[src/hdl/fdsc_pkg.sv]
/*
 * Constants, codes and state types of the flash and debug security control.
 * Assumes one 40 MHz clock and that flash, debug and nonvolatile logic share it.
 */
// What this block does
// - debug circuitry active after reset when the store holds open level, debug not off
// - only firmware may switch debug off
// - debug returns only via mass erase
// - factory state is open, no restrictions
// - user may move open to protected
// - protected level refuses debug port accesses except mass erase
// - protected returns open only after full erase
// - user may move open directly to kill
// - kill level blocks every debug access
// - kill level rejects external erase commands
// - kill level can never be left
// - per row write and read protection
// - system calls always reach the flash
// - kill disables programming, debug, test interfaces
package fdsc_pkg;
    localparam int DATA_W = 32;
    localparam int ADDR_W = 8;
    localparam int ROW_W  = 5;
    localparam int ROWS   = 32;
    localparam int CNT_W  = 16;

    // register offsets
    localparam logic [ADDR_W-1:0] OFS_CTRL    = 8'h00;
    localparam logic [ADDR_W-1:0] OFS_LEVEL   = 8'h04;
    localparam logic [ADDR_W-1:0] OFS_STATUS  = 8'h08;
    localparam logic [ADDR_W-1:0] OFS_ROW_WP  = 8'h0c;
    localparam logic [ADDR_W-1:0] OFS_ROW_RP  = 8'h10;
    localparam logic [ADDR_W-1:0] OFS_BLOCKED = 8'h14;

    // field positions
    localparam int CTRL_DBG_OFF = 0;
    localparam int ST_DBG_EN    = 0;
    localparam int ST_TEST_EN   = 1;
    localparam int ST_BUSY      = 2;
    localparam int ST_DBG_OFF   = 3;
    localparam int ST_LVL_LSB   = 4;

    // reset values
    localparam logic [ROWS-1:0]  ROW_RST = 32'h0000_0000;
    localparam logic [CNT_W-1:0] CNT_RST = 16'h0000;

    // nonvolatile level codes
    localparam logic [1:0] LVL_OPEN = 2'h0;
    localparam logic [1:0] LVL_PROT = 2'h1;
    localparam logic [1:0] LVL_KILL = 2'h2;

    // flash operation codes
    localparam logic [1:0] OP_READ  = 2'h0;
    localparam logic [1:0] OP_WRITE = 2'h1;
    localparam logic [1:0] OP_ERASE = 2'h2;
    localparam logic [1:0] OP_MASS  = 2'h3;

    typedef enum logic [3:0] {
        LV_BOOT = 4'h1,
        LV_OPEN = 4'h2,
        LV_PROT = 4'h4,
        LV_KILL = 4'h8
    } fdsc_lvl_t;

    typedef enum logic [2:0] {
        OPS_IDLE = 3'h1,
        OPS_SYS  = 3'h2,
        OPS_DBG  = 3'h4
    } fdsc_ops_t;
endpackage : fdsc_pkg

[src/hdl/fdsc_top.sv]
/*
 * Flash and debug security control: protection level, debug gating,
 * per-row protection and arbitration of flash operations.
 * Assumes the flash, debug protocol logic and nonvolatile latches run on SYS_CLK.
 */
`timescale 1ns/1ps
module fdsc_top (
    // clock and reset
    input  wire logic                          SYS_CLK,
    input  wire logic                          RST_B,
    // firmware register port
    input  wire logic [fdsc_pkg::ADDR_W-1:0]   REG_ADDR,
    input  wire logic [fdsc_pkg::DATA_W-1:0]   REG_WDATA,
    input  wire logic                          REG_WR,
    input  wire logic                          REG_RD,
    output logic      [fdsc_pkg::DATA_W-1:0]   REG_RDATA,
    // nonvolatile level store
    input  wire logic [1:0]                    NV_LEVEL,
    input  wire logic                          NV_DBG_OFF,
    output logic                               NV_WR,
    output logic      [1:0]                    NV_WLEVEL,
    output logic                               NV_WDBG_OFF,
    // system call path
    input  wire logic                          SYS_REQ,
    input  wire logic [1:0]                    SYS_OP,
    input  wire logic [fdsc_pkg::ROW_W-1:0]    SYS_ROW,
    input  wire logic [fdsc_pkg::DATA_W-1:0]   SYS_WDATA,
    output logic                               SYS_RDY,
    output logic                               SYS_DONE,
    output logic      [fdsc_pkg::DATA_W-1:0]   SYS_RDATA,
    // debug port requests
    input  wire logic                          DBG_REQ,
    input  wire logic [1:0]                    DBG_OP,
    input  wire logic [fdsc_pkg::ROW_W-1:0]    DBG_ROW,
    input  wire logic [fdsc_pkg::DATA_W-1:0]   DBG_WDATA,
    output logic                               DBG_RDY,
    output logic                               DBG_DONE,
    output logic                               DBG_ERR,
    output logic      [fdsc_pkg::DATA_W-1:0]   DBG_RDATA,
    // flash macro
    output logic                               FL_REQ,
    output logic      [1:0]                    FL_OP,
    output logic      [fdsc_pkg::ROW_W-1:0]    FL_ROW,
    output logic      [fdsc_pkg::DATA_W-1:0]   FL_WDATA,
    input  wire logic                          FL_DONE,
    input  wire logic [fdsc_pkg::DATA_W-1:0]   FL_RDATA,
    // interface enables and level
    output logic                               DBG_EN,
    output logic                               TEST_EN,
    output logic      [1:0]                    PROT_LEVEL
);
    import fdsc_pkg::*;

    fdsc_lvl_t              level;
    fdsc_lvl_t              next_level;
    fdsc_ops_t              ops;
    logic                   dbg_off;
    logic                   next_dbg_off;
    logic [ROWS-1:0]        row_wp;
    logic [ROWS-1:0]        row_rp;
    logic [CNT_W-1:0]       blocked_cnt;
    logic [1:0]             cur_op;
    logic                   mass_done;
    logic                   sys_take;
    logic                   dbg_take;
    logic                   dbg_ok;
    logic                   wr_ctrl;
    logic                   wr_level;
    logic                   wr_wp;
    logic                   wr_rp;

    // nonvolatile code to state, unknown codes fail safe to kill
    function automatic fdsc_lvl_t lvl_decode(input logic [1:0] code);
        if (code == LVL_OPEN) begin
            return LV_OPEN;
        end else if (code == LVL_PROT) begin
            return LV_PROT;
        end
        return LV_KILL;
    endfunction : lvl_decode

    // state to nonvolatile code
    function automatic logic [1:0] lvl_encode(input fdsc_lvl_t lv);
        if (lv == LV_OPEN) begin
            return LVL_OPEN;
        end else if (lv == LV_PROT) begin
            return LVL_PROT;
        end
        return LVL_KILL;
    endfunction : lvl_encode

    // permission check for one debug port operation
    function automatic logic dbg_permit(
        input fdsc_lvl_t       lv,
        input logic            off,
        input logic [1:0]      op,
        input logic [ROW_W-1:0] row,
        input logic [ROWS-1:0] wp,
        input logic [ROWS-1:0] rp
    );
        logic ok;
        ok = 1'b0;
        unique case (lv)
            LV_OPEN: begin
                if (op == OP_MASS) begin
                    ok = 1'b1;
                end else if (off) begin
                    ok = 1'b0;
                end else if (op == OP_READ) begin
                    ok = !rp[row];
                end else begin
                    ok = !wp[row];
                end
            end
            LV_PROT: ok = (op == OP_MASS);
            LV_KILL: ok = 1'b0;
            LV_BOOT: ok = 1'b0;
            default: ok = 1'b0;
        endcase
        return ok;
    endfunction : dbg_permit

    // register write decode
    assign wr_ctrl  = REG_WR && (REG_ADDR == OFS_CTRL);
    assign wr_level = REG_WR && (REG_ADDR == OFS_LEVEL);
    assign wr_wp    = REG_WR && (REG_ADDR == OFS_ROW_WP);
    assign wr_rp    = REG_WR && (REG_ADDR == OFS_ROW_RP);

    // request acceptance, system calls first
    assign SYS_RDY  = (ops == OPS_IDLE) && (level != LV_BOOT);
    assign DBG_RDY  = (ops == OPS_IDLE) && (level != LV_BOOT) && !SYS_REQ;
    assign sys_take = SYS_RDY && SYS_REQ;
    assign dbg_take = DBG_RDY && DBG_REQ;
    assign dbg_ok   = dbg_permit(level, dbg_off, DBG_OP, DBG_ROW, row_wp, row_rp);
    assign mass_done = FL_DONE && (ops != OPS_IDLE) && (cur_op == OP_MASS);

    // next protection level
    always_comb begin
        next_level = level;
        unique case (level)
            LV_BOOT: next_level = lvl_decode(NV_LEVEL);
            LV_OPEN: begin
                if (wr_level && REG_WDATA[1:0] == LVL_PROT) begin
                    next_level = LV_PROT;
                end else if (wr_level && REG_WDATA[1:0] == LVL_KILL) begin
                    next_level = LV_KILL;
                end
            end
            LV_PROT: begin
                if (mass_done) begin
                    next_level = LV_OPEN;
                end
            end
            LV_KILL: next_level = LV_KILL;
            default: next_level = LV_KILL;
        endcase
    end

    // next debug-off flag, firmware set wins over erase clear
    always_comb begin
        next_dbg_off = dbg_off;
        if (level == LV_BOOT) begin
            next_dbg_off = NV_DBG_OFF;
        end else if (wr_ctrl && REG_WDATA[CTRL_DBG_OFF]) begin
            next_dbg_off = 1'b1;
        end else if (mass_done) begin
            next_dbg_off = 1'b0;
        end
    end

    // level and debug-off state, loaded from the store after release
    always_ff @(posedge SYS_CLK or negedge RST_B) begin
        if (!RST_B) begin
            level   <= LV_BOOT;
            dbg_off <= 1'b0;
        end else begin
            level   <= next_level;
            dbg_off <= next_dbg_off;
        end
    end

    // write back changes to the nonvolatile store
    always_ff @(posedge SYS_CLK or negedge RST_B) begin
        if (!RST_B) begin
            NV_WR       <= 1'b0;
            NV_WLEVEL   <= LVL_OPEN;
            NV_WDBG_OFF <= 1'b0;
        end else begin
            NV_WR       <= (level != LV_BOOT) &&
                           ((next_level != level) || (next_dbg_off != dbg_off));
            NV_WLEVEL   <= lvl_encode(next_level);
            NV_WDBG_OFF <= next_dbg_off;
        end
    end

    // row protection, firmware write wins over erase clear
    always_ff @(posedge SYS_CLK or negedge RST_B) begin
        if (!RST_B) begin
            row_wp <= ROW_RST;
            row_rp <= ROW_RST;
        end else begin
            if (wr_wp) begin
                row_wp <= REG_WDATA[ROWS-1:0];
            end else if (mass_done) begin
                row_wp <= ROW_RST;
            end
            if (wr_rp) begin
                row_rp <= REG_WDATA[ROWS-1:0];
            end else if (mass_done) begin
                row_rp <= ROW_RST;
            end
        end
    end

    // operation sequencer toward the flash
    always_ff @(posedge SYS_CLK or negedge RST_B) begin
        if (!RST_B) begin
            ops      <= OPS_IDLE;
            cur_op   <= OP_READ;
            FL_REQ   <= 1'b0;
            FL_OP    <= OP_READ;
            FL_ROW   <= '0;
            FL_WDATA <= '0;
        end else begin
            FL_REQ <= 1'b0;
            unique case (ops)
                OPS_IDLE: begin
                    if (sys_take) begin
                        ops      <= OPS_SYS;
                        cur_op   <= SYS_OP;
                        FL_REQ   <= 1'b1;
                        FL_OP    <= SYS_OP;
                        FL_ROW   <= SYS_ROW;
                        FL_WDATA <= SYS_WDATA;
                    end else if (dbg_take && dbg_ok) begin
                        ops      <= OPS_DBG;
                        cur_op   <= DBG_OP;
                        FL_REQ   <= 1'b1;
                        FL_OP    <= DBG_OP;
                        FL_ROW   <= DBG_ROW;
                        FL_WDATA <= DBG_WDATA;
                    end
                end
                OPS_SYS, OPS_DBG: begin
                    if (FL_DONE) begin
                        ops <= OPS_IDLE;
                    end
                end
                default: ops <= OPS_IDLE;
            endcase
        end
    end

    // answers to the system call path
    always_ff @(posedge SYS_CLK or negedge RST_B) begin
        if (!RST_B) begin
            SYS_DONE  <= 1'b0;
            SYS_RDATA <= '0;
        end else begin
            SYS_DONE <= (ops == OPS_SYS) && FL_DONE;
            if ((ops == OPS_SYS) && FL_DONE) begin
                SYS_RDATA <= FL_RDATA;
            end
        end
    end

    // answers to the debug port, refusals end at once with an error
    always_ff @(posedge SYS_CLK or negedge RST_B) begin
        if (!RST_B) begin
            DBG_DONE  <= 1'b0;
            DBG_ERR   <= 1'b0;
            DBG_RDATA <= '0;
        end else begin
            DBG_DONE <= ((ops == OPS_DBG) && FL_DONE) || (dbg_take && !dbg_ok);
            DBG_ERR  <= dbg_take && !dbg_ok;
            if ((ops == OPS_DBG) && FL_DONE) begin
                DBG_RDATA <= FL_RDATA;
            end else if (dbg_take) begin
                DBG_RDATA <= '0;
            end
        end
    end

    // count of refused debug accesses, saturating
    always_ff @(posedge SYS_CLK or negedge RST_B) begin
        if (!RST_B) begin
            blocked_cnt <= CNT_RST;
        end else if (dbg_take && !dbg_ok && (blocked_cnt != {CNT_W{1'b1}})) begin
            blocked_cnt <= blocked_cnt + 16'h0001;
        end
    end

    // interface enables and level outputs
    always_ff @(posedge SYS_CLK or negedge RST_B) begin
        if (!RST_B) begin
            DBG_EN     <= 1'b0;
            TEST_EN    <= 1'b0;
            PROT_LEVEL <= LVL_OPEN;
        end else begin
            DBG_EN     <= (next_level == LV_OPEN) && !next_dbg_off;
            TEST_EN    <= (next_level != LV_KILL);
            PROT_LEVEL <= lvl_encode(next_level);
        end
    end

    // register read, one cycle after the strobe
    always_ff @(posedge SYS_CLK or negedge RST_B) begin
        if (!RST_B) begin
            REG_RDATA <= '0;
        end else if (REG_RD) begin
            REG_RDATA <= '0;
            unique case (REG_ADDR)
                OFS_CTRL:    REG_RDATA[CTRL_DBG_OFF] <= dbg_off;
                OFS_LEVEL:   REG_RDATA[1:0] <= lvl_encode(level);
                OFS_STATUS: begin
                    REG_RDATA[ST_DBG_EN]  <= DBG_EN;
                    REG_RDATA[ST_TEST_EN] <= TEST_EN;
                    REG_RDATA[ST_BUSY]    <= (ops != OPS_IDLE);
                    REG_RDATA[ST_DBG_OFF] <= dbg_off;
                    REG_RDATA[ST_LVL_LSB +: 2] <= lvl_encode(level);
                end
                OFS_ROW_WP:  REG_RDATA[ROWS-1:0] <= row_wp;
                OFS_ROW_RP:  REG_RDATA[ROWS-1:0] <= row_rp;
                OFS_BLOCKED: REG_RDATA[CNT_W-1:0] <= blocked_cnt;
                default:     REG_RDATA <= '0;
            endcase
        end else begin
            REG_RDATA <= '0;
        end
    end
endmodule : fdsc_top

[config.mk]
export PLATFORM = sky130hd
export DESIGN_NAME = fdsc_top
export DESIGN_NICKNAME = d
export VERILOG_FILES = /design/src/hdl/fdsc_pkg.sv /design/src/hdl/fdsc_top.sv
export SDC_FILE = /design/constraint.sdc
export NUM_CORES = 1
export LEC_CHECK = 0
export ABC_AREA = 0
export BUFFER_PORTS_ARGS = -buffer_cell sky130_fd_sc_hd__clkbuf_2
export CORE_MARGIN = 2
export CORE_UTILIZATION = 50
export DETAILED_ROUTE_END_ITERATION = 8
export PLACE_DENSITY = 0.86
export SETUP_SLACK_MARGIN = 0.02
export SYNTH_ARGS = -nofsm -noshare
export SYNTH_HDL_FRONTEND = slang
export SYNTH_SLANG_ARGS = --single-unit
[constraint.sdc]
create_clock -name SYS_CLK -period 3.65 [get_ports SYS_CLK]
set_input_delay 0.73 -clock SYS_CLK [delete_from_list [all_inputs] [get_ports SYS_CLK]]
set_output_delay 0.73 -clock SYS_CLK [all_outputs]
set_load 0.03 [all_outputs]
### Word level (Yosys, flattened, before mapping)

Cells that the tools add are included.

| operators by class | value |
|---|---|
| add/subtract/negate cells | 1 |
| magnitude comparators | 1 |
| eq/ne operators | 26 |
| muxes and demuxes | 60 |
| reductions and logical operators | 37 |

Operators with widths:

| cell | number |
|---|---|
| $mux W32 | 8 |
| $pmux W16 S2 | 1 |
| $pmux W10 S3 | 1 |
| $mux W4 | 6 |
| $mux W1 | 22 |
| $logic_and A1 B1 Y1 | 20 |
| $mux W2 | 9 |
| $add A16 B1 Y16 const B | 1 |
| $eq A8 B4 Y1 const B | 2 |
| $eq A8 B5 Y1 const B | 2 |
| $ne A16 B16 Y1 const B | 1 |
| $pmux W4 S4 | 1 |
| $pmux W4 S3 | 1 |
| $bmux W1 S5 | 2 |
| $mux W5 | 2 |
| $mux W3 | 3 |
| $eq A4 B2 Y1 const B | 2 |
| $eq A4 B3 Y1 const B | 2 |
| $eq A8 B3 Y1 const B | 1 |
| $logic_not A8 Y1 | 1 |
| $reduce_bool A2 Y1 | 4 |
| $eq A2 B2 Y1 const B | 3 |
| $lt A5 B6 Y1 const B | 1 |
| $pmux W1 S6 | 1 |
| 20 further kinds | 28 |

| word-level totals | value |
|---|---|
| bits in registers | 232 |
| bits of input ports | 160 |
| logic and storage cells | 145 |

### Depth between registers and ports, before layout

| logic depth | value |
|---|---|
| depth after elaboration | 11 |
| mapped depth | 10 |
| mapped depth without buffers | 6 |

### Worst setup path after synthesis

No wires, ideal clock.

| path | value |
|---|---|
| path type | input to register |
| start | input DBG_ROW[0] (netlist bit) |
| end | register blocked_cnt[1] |
| library setup time | 0.128 ns |
| arrival time | 2.873 ns |
| required time | 3.522 ns |
| path slack | 0.649 ns |
| stages on the path | 8 |
| path buffers | 2 |
| path through | buf_4 > mux4_2 > mux4_2 > and3_1 > a2111oi_4 > buf_4 > nor2_1 > mux2_1 |

| between the ends | value |
|---|---|
| word-level cells in the longest chain between the ends | 10 |
| elaborated cells between the ends (all ways) | 13 |
| those cells by class | mux (8); reduce/logical (5) |

RTL lines:

| what | line | RTL |
|---|---|---|
| start, declared | fdsc_top.sv:34 | `input wire logic [fdsc_pkg::ROW_W-1:0] DBG_ROW,` |
| $bmux W1 S5 (on tied branches) | fdsc_top.sv:112, fdsc_top.sv:110 |  |
| $mux W1 (on tied branches) | fdsc_top.sv:112, fdsc_top.sv:110 |  |
| $logic_not A1 Y1 (on tied branches) | fdsc_top.sv:112, fdsc_top.sv:110 |  |
| $mux W1 (*) | fdsc_top.sv:109 | `end else if (op == OP_READ) begin` |
| $mux W1 (*) | fdsc_top.sv:107 | `end else if (off) begin` |
| $mux W1 (*) | fdsc_top.sv:105 | `if (op == OP_MASS) begin` |
| $pmux W1 S2 (*) | fdsc_top.sv:103 | `unique case (lv)` |
| $logic_not A1 Y1 (*) | fdsc_top.sv:288 | `end else if (dbg_take && !dbg_ok && (blocked_cnt != {CNT_W{1'b1}})) begin` |
| $logic_and A1 B1 Y1 (*) (2 in series) | fdsc_top.sv:288 |  |
| end signal, assigned | fdsc_top.sv:289 | `blocked_cnt <= blocked_cnt + 16'h0001;` |
| end, declared | fdsc_top.sv:61 | `logic [CNT_W-1:0] blocked_cnt;` |

Mark *: on every way between the ends. The rest lies on a longest branch, timed or not. The select of a mux whose other input is x is not followed.
A chain may end at the register's enable or synchronous reset.

### Worst setup path after layout

| path | value |
|---|---|
| start | register level[0] |
| end | output SYS_RDY |

| between the ends | value |
|---|---|
| word-level cells in the longest chain between the ends | 2 |

RTL lines:

| what | line | RTL |
|---|---|---|
| start, declared | fdsc_top.sv:54 | `fdsc_lvl_t level;` |
| start signal, assigned | fdsc_top.sv:177 | `level <= next_level;` |
| $ne A4 B1 Y1 | fdsc_top.sv:130 | `assign SYS_RDY = (ops == OPS_IDLE) && (level != LV_BOOT);` |
| $logic_and A1 B1 Y1 | fdsc_top.sv:130 |  |
| end, declared | fdsc_top.sv:28 | `output logic SYS_RDY,` |

No other way between the ends.

==> flow_summary_export.csv <==
group,metric,value,unit
status,status,"finished clean",
routing,dr_total_vias,10020,
clock_network,root_buffer,"clkbuf_16",
yosys,syn-num-nets,1268,
clock_network,h-tree-depth,1,
routing,drt_iter0_drc,932,
yosys,ys_ff_latch,232,
worst_setup_path,cpPeakStageDelay,0.75,ns
yosys,synth_largest_area_cell,"dfrtp_1",
worst_setup_path,cp-start-kind,"flop",
global_route,grtUsageTotal,0.2784,
yosys,synth_flop_cell,"dfrtp_1",
timing,min_period_over_period,0.8637,
worst_setup_path,worstSetupPathType,"flop to output pin",
yosys,syn_area_per_cell,10.21,sq um
worst_setup_path,critPathLaunch,"level[0]$_DFF_PN1_",
clock_network,cts_hold_buf,0,
worst_setup_path,worstPathRequired,2.92,ns
timing,setup_ws,0.4974,ns
timing,timing.final.crit_period,3.153,ns
yosys,ys_types,60,
timing,setup_tns,0,ns
finish,fillers,1731,
finish,multiInputGateArea,5054,sq um
routing,viasPerCell,5.938,
yosys,async_reset_ff_frac,1.000,
timing,drv_slew,0,
timing,holdWs,0.1594,ns
global_route,grt.overflow.total,0,
timing,max_freq,317.2,MHz
finish,register_area,5808,sq um
worst_setup_path,worst_setup_path_end_kind,"output pin",
worst_setup_path,ff2ff_path_depth,6,
placement,placed_cell_area,13140,sq um
yosys,synth_top_cell_area_share,0.5094,
routing,drtAntennaViolNets,0,
floorplanning,start_util,0.5037,
clock_network,cts.sinks,232,
finish,final_area,14080,sq um
routing,drc,0,
clock_network,cts_setup_buffers,0,
worst_setup_path,r2r_slack,0.70,ns
placement,io_buffers,308,
floorplanning,rows,55,
global_route,grt_max_degree,100,
routing,wl_per_cell,20.11,um
placement,dp_slack,0.1379,ns
yosys,ys_warn_count,0,
global_route,antenna_found_initial,2,
finish,fin_cells,1688,
global_route,first_global_vias,9936,
power_and_ir_drop,ir_drop,0.3741,mV
floorplanning,die_width,154.3,um
finish,nNetsFinal,1542,
worst_setup_path,slowest_stage,"or4b_2",
clock_network,post_cts_resized,0,
placement,dp_cells,1638,
clock_network,clkTransAtPathRegs,0.06,ns
timing,slew_headroom,0.5084,
worst_setup_path,crit_buf_inv,2,
power_and_ir_drop,p_leak,6.495,nW
floorplanning,core_area,22430,sq um
job,cap_violations,0,
timing,hold_violations,0,
yosys,synth_cells,1107,
worst_setup_path,path_max_fanout,9,
worst_hold_path,hp-class,"input pin to async pin",
yosys,synthTopCellsByArea,"dfrtp_1 (51%), nand2_1 (7.8%), mux2_2 (4.8%)",
global_route,grt_pass1_wl,53.11,mm
placement,hpwl,23.64,mm
power_and_ir_drop,power.density_cell_area,576.7,nW/um^2
routing,drt_wl_total,33.95,mm
routing,first_pass_iters,5,
floorplanning,die_h,154.3,um
clock_network,clkLatencyLatePin,0.53,ns
worst_setup_path,worst_r2r_endpoint,"FL_ROW[4]$_DFFE_PN0P_",
worst_setup_path,worstReg2RegStart,"level[0]$_DFF_PN1_",
worst_setup_path,cp.depth,4,
yosys,ys_top_cells_by_count,"nand2_1 (235), dfrtp_1 (230), o21ai_0 (100)",
finish,synthToLayoutAreaGrowth,24.57,%
power_and_ir_drop,p_total,8.117,mW
yosys,synth_edf_count,0,
clock_network,cts_buffers,26,
clock_network,cts_tree,"yes",
floorplanning,io_pins,309,
placement,place.gp.congestion,0.9250,
yosys,ys_seq_area_frac,0.5140,
floorplanning,die-area,23820,sq um
worst_setup_path,cp_cell_sequence,"or4b_2 -> nand2_1 -> inv_1 -> clkbuf_2",
worst_setup_path,path_delay_family,"simple AND/OR/NAND/NOR gates",
clock_network,ctsLongestPathBuffers,3,
timing,rsz0062_at_grt,"false",
worst_setup_path,crit_path_end,"SYS_RDY",
timing,tightest_slew,0.7318,ns
worst_setup_path,crit_arrival,2.42,ns
timing,setup-violations-final,0,
timing,final.setup_skew,0.008837,ns
finish,final_util,0.6274,
yosys,synth_most_common_cell,"nand2_1",
finish,layout-drive-gt1-share,0.3498,
yosys,netlist_area,11300,sq um
==> state kept, by name, indices dropped and copies added, names as in the netlist, 2 cells and up <==
signal	cells
PROT_LEVEL	2
row_rp	32
FL_WDATA	32
blocked_cnt	16
row_wp	32
level	4
ops	3
SYS_RDATA	32
cur_op	2
FL_ROW	5
DBG_RDATA	32
REG_RDATA	32
==> placed cells by master, fill, tap and decap left out, types with 3 or more instances in the layout <==
cell,instances
nand2_1,235
clkbuf_8,6
clkbuf_16,27
and2_1,5
or4b_2,3
nand4_1,4
buf_4,18
o21ai_0,100
o41ai_1,3
nor2_1,49
mux4_2,17
and3_1,5
nor4_1,6
bufinv_16,4
o211ai_1,33
a221oi_2,32
a22oi_1,31
buf_12,9
or3_1,35
xnor2_1,3
clkinv_2,3
a21oi_1,5
nor2b_1,29
mux2i_1,5
a221o_1,5
clkbuf_2,307
nor3_1,41
xor2_1,14
a221oi_1,4
mux2_2,48
nor3b_1,3
nor4b_1,4
clkbuf_1,6
o22ai_1,3
inv_1,14
dfrtp_1,230
nand3_1,13
==> report_power, final <==
part           leakage, nW  internal [mW]  total (mW)  switching, mW
Clock                0.460           1.76        2.83           1.07
Combinational         2.93          0.707        2.03           1.32
Sequential            3.10           2.95        3.26          0.315
==> layout make-up <==
type                            instances  area share
Sequential cell                       232      0.4126
Inverter                               14    0.003733
Multi-Input combinational cell        772      0.3590
Timing Repair Buffer                  335      0.1326
Antenna cell                            2   0.0003556
Tap cell                              285     0.02533
Clock buffer                           39     0.05547
Clock inverter                          9     0.01084
==> cells by family after synthesis <==
group,synth area share
AND/OR/NAND/NOR,0.1848
multiplexers,0.08714
adder cells (fa/ha/maj),0.001107
buffers and inverters,0.04163
XOR/XNOR,0.01318
other,0.0003319
AO/OA/AOI/OAI,0.1578
flip-flops,0.5140
==> routing by layer <==
metal,track usage,part of all wire,vias to the layer above,routed length (um)
met5,0,0,-,0
met3,0.04567,0.079,97,2681
li1,-,-,4496,-
met2,0.4666,0.49,544,16720
met1,0.3628,0.39,4886,13160
met4,0.1160,0.041,0,1383
==> how the worst min path moves through the flow <==
stage | start | end | slack, ns
after global placement | SYS_RDATA[3]$_DFFE_PN0P_ | SYS_RDATA[3]$_DFFE_PN0P_ | 0.49
after CTS | RST_B | REG_RDATA[25]$_DFF_PN0_ | 0.19
after detailed placement | SYS_RDATA[8]$_DFFE_PN0P_ | SYS_RDATA[8]$_DFFE_PN0P_ | 0.50
final | RST_B | REG_RDATA[26]$_DFF_PN0_ | 0.16
after global routing | RST_B | REG_RDATA[27]$_DFF_PN0_ | 0.20
after floorplan | RST_B | DBG_DONE$_DFF_PN0_ | 0.43
Power figures use the tool's default switching activity.
